**src/design/aal_pkg.sv**
```systemverilog
package aal_pkg;
  // Operand widths
  localparam int unsigned DATA_W  = 8;
  localparam int unsigned INSN_W  = 14;
  localparam int unsigned FADDR_W = 7;

  // Opcode match masks and values on the 14-bit program word
  localparam logic [13:0] LIT_ADD_MASK = 14'h3E00;
  localparam logic [13:0] LIT_ADD_VAL  = 14'h3E00;
  localparam logic [13:0] REG_ADD_MASK = 14'h3F00;
  localparam logic [13:0] REG_ADD_VAL  = 14'h0700;
  localparam logic [13:0] LIT_AND_MASK = 14'h3F00;
  localparam logic [13:0] LIT_AND_VAL  = 14'h3900;

  // Field positions
  localparam int unsigned DEST_BIT = 7;

  // Reset values
  localparam logic [7:0] ACC_RST  = 8'h00;
  localparam logic       FLAG_RST = 1'b0;

  // Operation kinds
  typedef enum logic [1:0] {
    AAL_OP_NONE    = 2'b00,
    AAL_OP_LIT_ADD = 2'b01,
    AAL_OP_REG_ADD = 2'b10,
    AAL_OP_LIT_AND = 2'b11
  } aal_op_t;
endpackage

```
**src/design/aal_alu.sv**
```systemverilog
// Overview of operation
// RQ1: Literal add: acc plus literal, all flags
// RQ2: File add: acc plus addressed file register, all flags
// RQ3: Destination bit clear: sum to acc only
// RQ4: Destination bit set: sum to file register, written a cycle later at the address of the following word on file_addr_o
// RQ5: Literal AND into acc, only Z updated
// RQ6: Each instruction commits in one cycle, except a file-destination add, whose file write lands a cycle later
module aal_alu
  import aal_pkg::*;
(
  // Clock and reset
  input  wire logic                 sys_clk_i,
  input  wire logic                 rst_i,
  // Instruction issue
  input  wire logic                 insn_valid_i,
  input  wire logic [INSN_W-1:0]    insn_i,
  // File register read data for the addressed register
  input  wire logic [DATA_W-1:0]    file_rdata_i,
  // File register address and write port
  output logic      [FADDR_W-1:0]   file_addr_o,
  output logic                      file_we_o,
  output logic      [DATA_W-1:0]    file_wdata_o,
  // Working register and flags
  output logic      [DATA_W-1:0]    acc_o,
  output logic                      carry_flag_o,
  output logic                      half_carry_flag_o,
  output logic                      zero_flag_o,
  // Executed-instruction strobe
  output logic                      done_o
);

  aal_op_t             op;
  logic [DATA_W-1:0]   lit;
  logic [DATA_W-1:0]   opnd;
  logic [DATA_W:0]     sum;
  logic [4:0]          low_sum;
  logic [DATA_W-1:0]   result;
  logic                dest_file;
  logic [DATA_W-1:0]   acc_r;
  logic                c_r;
  logic                hc_r;
  logic                z_r;
  logic                we_r;
  logic [DATA_W-1:0]   wdata_r;
  logic                done_r;

  // Opcode decode
  always_comb begin
    op = AAL_OP_NONE;
    if (insn_valid_i) begin
      if ((insn_i & LIT_ADD_MASK) == LIT_ADD_VAL) begin
        op = AAL_OP_LIT_ADD; // RQ1
      end else if ((insn_i & REG_ADD_MASK) == REG_ADD_VAL) begin
        op = AAL_OP_REG_ADD; // RQ2
      end else if ((insn_i & LIT_AND_MASK) == LIT_AND_VAL) begin
        op = AAL_OP_LIT_AND; // RQ5
      end
    end
  end

  assign lit       = insn_i[DATA_W-1:0];
  assign dest_file = insn_i[DEST_BIT];
  // Combinational file address so read data arrives in the same cycle
  assign file_addr_o = insn_i[FADDR_W-1:0]; // RQ2

  // Adder with nibble carry; operand is literal or file data
  always_comb begin
    opnd    = (op == AAL_OP_REG_ADD) ? file_rdata_i : lit;
    sum     = {1'b0, acc_r} + {1'b0, opnd};
    low_sum = {1'b0, acc_r[3:0]} + {1'b0, opnd[3:0]};
    result  = (op == AAL_OP_LIT_AND) ? (acc_r & lit) : sum[DATA_W-1:0];
  end

  // Working register write-back
  always_ff @(posedge sys_clk_i or posedge rst_i) begin
    if (rst_i) begin
      acc_r <= ACC_RST;
    end else begin
      case (op)
        AAL_OP_LIT_ADD: acc_r <= result; // RQ1
        AAL_OP_LIT_AND: acc_r <= result; // RQ5
        AAL_OP_REG_ADD: if (!dest_file) acc_r <= result; // RQ3
        default: acc_r <= acc_r;
      endcase
    end
  end

  // File register write-back
  always_ff @(posedge sys_clk_i or posedge rst_i) begin
    if (rst_i) begin
      we_r    <= 1'b0;
      wdata_r <= ACC_RST;
    end else begin
      we_r    <= (op == AAL_OP_REG_ADD) && dest_file; // RQ4
      wdata_r <= result;
    end
  end

  // Status flags
  always_ff @(posedge sys_clk_i or posedge rst_i) begin
    if (rst_i) begin
      c_r  <= FLAG_RST;
      hc_r <= FLAG_RST;
      z_r  <= FLAG_RST;
    end else begin
      case (op)
        AAL_OP_LIT_ADD, AAL_OP_REG_ADD: begin
          c_r  <= sum[DATA_W]; // RQ1
          hc_r <= low_sum[4];
          z_r  <= (result == '0);
        end
        AAL_OP_LIT_AND: begin
          z_r  <= (result == '0); // RQ5
        end
        default: begin
          z_r <= z_r;
        end
      endcase
    end
  end

  // One-cycle completion strobe
  always_ff @(posedge sys_clk_i or posedge rst_i) begin
    if (rst_i) begin
      done_r <= 1'b0;
    end else begin
      done_r <= (op != AAL_OP_NONE); // RQ6
    end
  end

  assign acc_o             = acc_r;
  assign carry_flag_o      = c_r;
  assign half_carry_flag_o = hc_r;
  assign zero_flag_o       = z_r;
  assign file_we_o         = we_r;
  assign file_wdata_o      = wdata_r;
  assign done_o            = done_r;

  // Literal add: sum and carry checked against the operands before the edge
  property p_lit_add;
    @(posedge sys_clk_i) disable iff (rst_i)
      (op == AAL_OP_LIT_ADD) |=> (acc_o == $past(acc_o + lit))
        && (carry_flag_o == $past(acc_o > ~lit));
  endproperty
  a_lit_add: assert property (p_lit_add) else $error("literal add result wrong"); // RQ1

  // Literal add: nibble carry and zero follow the new sum
  property p_lit_add_hz;
    @(posedge sys_clk_i) disable iff (rst_i)
      (op == AAL_OP_LIT_ADD) |=> (half_carry_flag_o == $past(acc_o[3:0] > ~lit[3:0]))
        && (zero_flag_o == (acc_o == '0));
  endproperty
  a_lit_add_hz: assert property (p_lit_add_hz) else $error("literal add flags wrong"); // RQ1

  // Register add: both carries come from the file operand
  property p_reg_add_hc;
    @(posedge sys_clk_i) disable iff (rst_i)
      (op == AAL_OP_REG_ADD) |=>
        (half_carry_flag_o == $past(acc_o[3:0] > ~file_rdata_i[3:0]))
        && (carry_flag_o == $past(acc_o > ~file_rdata_i));
  endproperty
  a_reg_add_hc: assert property (p_reg_add_hc) else $error("half carry wrong"); // RQ2

  // Register add: zero flag from the sum, whichever destination it takes
  property p_reg_add_z;
    @(posedge sys_clk_i) disable iff (rst_i)
      (op == AAL_OP_REG_ADD) |=> zero_flag_o == $past((acc_o + file_rdata_i) == '0);
  endproperty
  a_reg_add_z: assert property (p_reg_add_z) else $error("register add zero wrong"); // RQ2

  // Destination clear: sum lands in acc, no file write
  property p_dest_acc;
    @(posedge sys_clk_i) disable iff (rst_i)
      (op == AAL_OP_REG_ADD && !dest_file) |=> !file_we_o
        && (acc_o == $past(acc_o + file_rdata_i));
  endproperty
  a_dest_acc: assert property (p_dest_acc) else $error("dest acc wrong"); // RQ3

  // Destination set: sum goes out to the file, acc holds
  property p_dest_file;
    @(posedge sys_clk_i) disable iff (rst_i)
      (op == AAL_OP_REG_ADD && dest_file) |=> file_we_o && $stable(acc_o)
        && (file_wdata_o == $past(acc_o + file_rdata_i));
  endproperty
  a_dest_file: assert property (p_dest_file) else $error("dest file wrong"); // RQ4

  // Literal AND: bitwise result in acc, no file write
  property p_and_result;
    @(posedge sys_clk_i) disable iff (rst_i)
      (op == AAL_OP_LIT_AND) |=> !file_we_o && (acc_o == $past(acc_o & lit));
  endproperty
  a_and_result: assert property (p_and_result) else $error("and result wrong"); // RQ5

  // Literal AND: carries untouched, zero follows the result
  property p_and_flags;
    @(posedge sys_clk_i) disable iff (rst_i)
      (op == AAL_OP_LIT_AND) |=> $stable(carry_flag_o) && $stable(half_carry_flag_o)
        && zero_flag_o == (acc_o == '0);
  endproperty
  a_and_flags: assert property (p_and_flags) else $error("and flags wrong"); // RQ5

  // Completion strobe one cycle after each executed word
  property p_one_cycle;
    @(posedge sys_clk_i) disable iff (rst_i)
      (op != AAL_OP_NONE) |=> done_o ##1 (done_o == $past(op != AAL_OP_NONE));
  endproperty
  a_one_cycle: assert property (p_one_cycle) else $error("completion not in one cycle"); // RQ6

  // Valid low or an unknown word changes nothing and raises no strobe
  property p_refused;
    @(posedge sys_clk_i) disable iff (rst_i)
      (op == AAL_OP_NONE) |=> !done_o && !file_we_o && $stable(acc_o)
        && $stable({carry_flag_o, half_carry_flag_o, zero_flag_o});
  endproperty
  a_refused: assert property (p_refused) else $error("refused word changed state"); // RQ6

  // Main scenarios reached
  c_lit_add: cover property (@(posedge sys_clk_i) disable iff (rst_i) op == AAL_OP_LIT_ADD);
  c_reg_file: cover property (@(posedge sys_clk_i) disable iff (rst_i)
    op == AAL_OP_REG_ADD && dest_file);
  c_and_zero: cover property (@(posedge sys_clk_i) disable iff (rst_i)
    op == AAL_OP_LIT_AND && result == '0);
  c_refused: cover property (@(posedge sys_clk_i) disable iff (rst_i)
    insn_valid_i && op == AAL_OP_NONE);
endmodule

```
**config.mk**
```make
export PLATFORM = sky130hd
export DESIGN_NAME = aal_alu
export DESIGN_NICKNAME = d
export VERILOG_FILES = /design/src/design/aal_pkg.sv /design/src/design/aal_alu.sv
export SDC_FILE = /design/constraint.sdc
export NUM_CORES = 1
export LEC_CHECK = 0
export BUFFER_PORTS_ARGS = -buffer_cell sky130_fd_sc_hd__buf_2
export CORE_ASPECT_RATIO = 1.1
export CORE_MARGIN = 2
export CORE_UTILIZATION = 42
export CTS_BUF_LIST = sky130_fd_sc_hd__clkbuf_4
export DETAILED_ROUTE_END_ITERATION = 8
export PLACE_DENSITY = 0.74
export SLEW_MARGIN = 20
export SYNTH_ARGS = -nofsm -noshare
export SYNTH_HDL_FRONTEND = slang
export SYNTH_SLANG_ARGS = --single-unit
```
**constraint.sdc**
```tcl
create_clock -name sys_clk_i -period 2 [get_ports sys_clk_i]
set_input_delay 0.6 -clock sys_clk_i [delete_from_list [all_inputs] [get_ports sys_clk_i]]
set_output_delay 0.6 -clock sys_clk_i [all_outputs]
set_load 0.1 [all_outputs]
```
==> qor.txt <==
final WL = 5.76 mm
worst path arrival time = 3490 ps
crit end category = flip-flop
Starting Density = 43.6%
pre-CTS WS = -1650 ps
GPL Wtd Cong = 0.855
nets@finish = 267
drt via density = 5.70
share of cells above drive strength 1 = 76.4%
CP required = 2240 ps
CTS Hold Buffers Added = 0
DRT Pass-1 Iters = 4
top cell type's share of synthesized area = 39.8%
CTS root buf = clkbuf_4
synthesized flop and latch total = 21
CP Class = in2reg
worst setup margin = -1250 ps
# port buffers = 52
Final Hold Fails = 0
Critical Path Source Type = input pin
Worst Tran Pin Value = 506 ps
Slew HR = 66.5%
die width = 57.4 um
setup violators final = 19
drt wl/cell = 21.9 um
EDFF count, synth = 0
reg2reg end = zero_flag_o
TritonCTS clock tree = built
ant diodes = 0
CTS Buf Count = 3
synthesized instance count = 125
design area = 2590 um^2
period utilization = 162%
antenna violations before repair = 0
Rows = 21
die area = 3600 um^2
clock slew at reported path FFs = 130 ps
Layout Area Growth over Synthesis = 96.4%
Worst Setup SP = insn_i[13]
GRT Util Overall = 28.3%
synth top area cells = dfrtp_1 40%, mux2_2 14%, ha_1 10%
clk sink count = 21
Remaining DRCs = 0
status = finished with violations
min Tclk post-route = 3250 ps
first-pass GRT wire length = 7.81 mm
Hold WC Path Type = in2async
Primary FF master, synth = dfrtp_1
largest net degree at the start of global routing = 22
Final Max Slew Viols = 0
failing checks = setup timing
FF-to-FF setup slack = -330 ps
CTS Buffer Depth = 2
Die H = 62.8 um
Mapped Area = 1320 um^2
Synth cell types = 32
io pins = 53
yosys warns = 0
vias in the first global route = 1619
syn avg cell area = 10.6 um^2
routed via count = 1500
Max-cap violations = 0
initial DRC count = 83
H-tree depth = 1
async set or reset register ratio after synthesis = 100%
Seq/Total Area, Yosys = 39.8%
count leader, synth = dfrtp_1
grt total ovfl = 0
syn nets = 162
Clk Latency, worst-skew pair = 330 ps
Post-DP Area = 2010 um^2
sum of negative setup slack = -15360 ps
Reg2Reg Depth = 7
Reg-to-Reg Start = acc_o[0]
Clock Skew = 2.87 ps
maximum fanout along the worst path = 4
Final HPWL DP = 2.98 mm
most frequent cells after synthesis = 21 x dfrtp_1, 16 x mux2_2, 11 x ha_1, 9 x inv_1, 9 x nand3_1
Routed Antenna Nets = 0
RSZ-0062 raised after global routing = yes
f_max = 308 MHz
core box area = 3020 um^2
area leader, netlist = dfrtp_1
==> cells in the final DEF (no fill, tap or decap), drive strengths merged <==
cell type and instances:
or3 1, o41ai 2, nand4 2, xor2 2, and2 1, o31ai 3, inv 9, ha 11
nand2b 2, o21ai 9, clkbuf 4, o21a 3, a31oi 1, dfrtp 21, nor2 4, mux2 16
a21oi 6, a21o 2, fa 1, nor3 1, a211oi 1, buf 109, nand3 9, mux2i 1
or4 1, nand2 5, xnor2 2
==> metal layers <==
| layer | share of wire [%] | up-vias | track usage, % |
|---|---|---|---|
| met5 | 0 | - | 0 |
| met4 | 3.3 | 0 | 11.3 |
| met3 | 5.6 | 17 | 4.76 |
| met2 | 54 | 73 | 50.3 |
| met1 | 37 | 764 | 32.8 |
| li1 | - | 646 | - |
==> final cells by class <==
type	instances	area, um^2
Fill cell	152	432
Tap cell	34	42.5
Timing Repair Buffer	109	878
Clock buffer	4	30.0
Inverter	9	33.8
Multi-Input combinational cell	86	1080
Sequential cell	21	526
==> worst max-delay path, stage by stage <==
cell and delay, ps:
buf_6 100, o41ai_4 340, nand3_2 130, inv_2 110
ha_4 180, mux2_4 320, ha_4 170, inv_2 60
fa_2 220, xor2_2 180, o21ai_2 110, or4_4 430
or3_4 350, o41ai_2 190
==> timing repair <==
action	in CTS	in global routing
setup endpoints to repair	19	19
pin swaps	25	18
cloned	0	0
setup buffers	15	9
endpoints found under the hold margin	0	0
gates resized for setup	60	23
==> stage by stage <==
step / std cells / util [%] / hold slack [ps]
2_1_floorplan: 125 / - / 577
3_3_place_gp: 242 / 66.6 / 465
3_5_place_dp: 242 / 66.6 / 490
4_1_cts: 258 / 80.7 / 306
5_1_grt: 263 / 85.7 / 302
6_report: 263 / 85.7 / 283
==> how the worst max path moves through the flow <==
| stage | to | slack (ps) | depth (start not counted) |
|---|---|---|---|
| after floorplan | zero_flag_o | -1340 | 13 |
| after CTS | zero_flag_o | -1200 | 14 |
| after global placement | zero_flag_o | -1540 | 14 |
| after global routing | zero_flag_o | -1350 | 16 |
| after detailed placement | zero_flag_o | -1650 | 16 |
| final | zero_flag_o | -1250 | 14 |
==> registers in the layout, indices dropped and copies added, names as in the netlist <==
register           cells
carry_flag_o           1
half_carry_flag_o      1
done_o                 1
zero_flag_o            1
acc_o                  8
file_we_o              1
file_wdata_o           8
==> cells by family after synthesis <==
logic type / Yosys count / synth area share [%]
xor+xnor: 4 / 2.66
flops: 21 / 39.8
simple gates: 26 / 9.77
fa+ha+maj: 12 / 12.0
compound gates: 27 / 13.9
mux: 17 / 14.7
buf+inv: 18 / 7.21
Power is not shown: default switching activity piles up to over one toggle a cycle in this logic, so the estimate is an artifact.
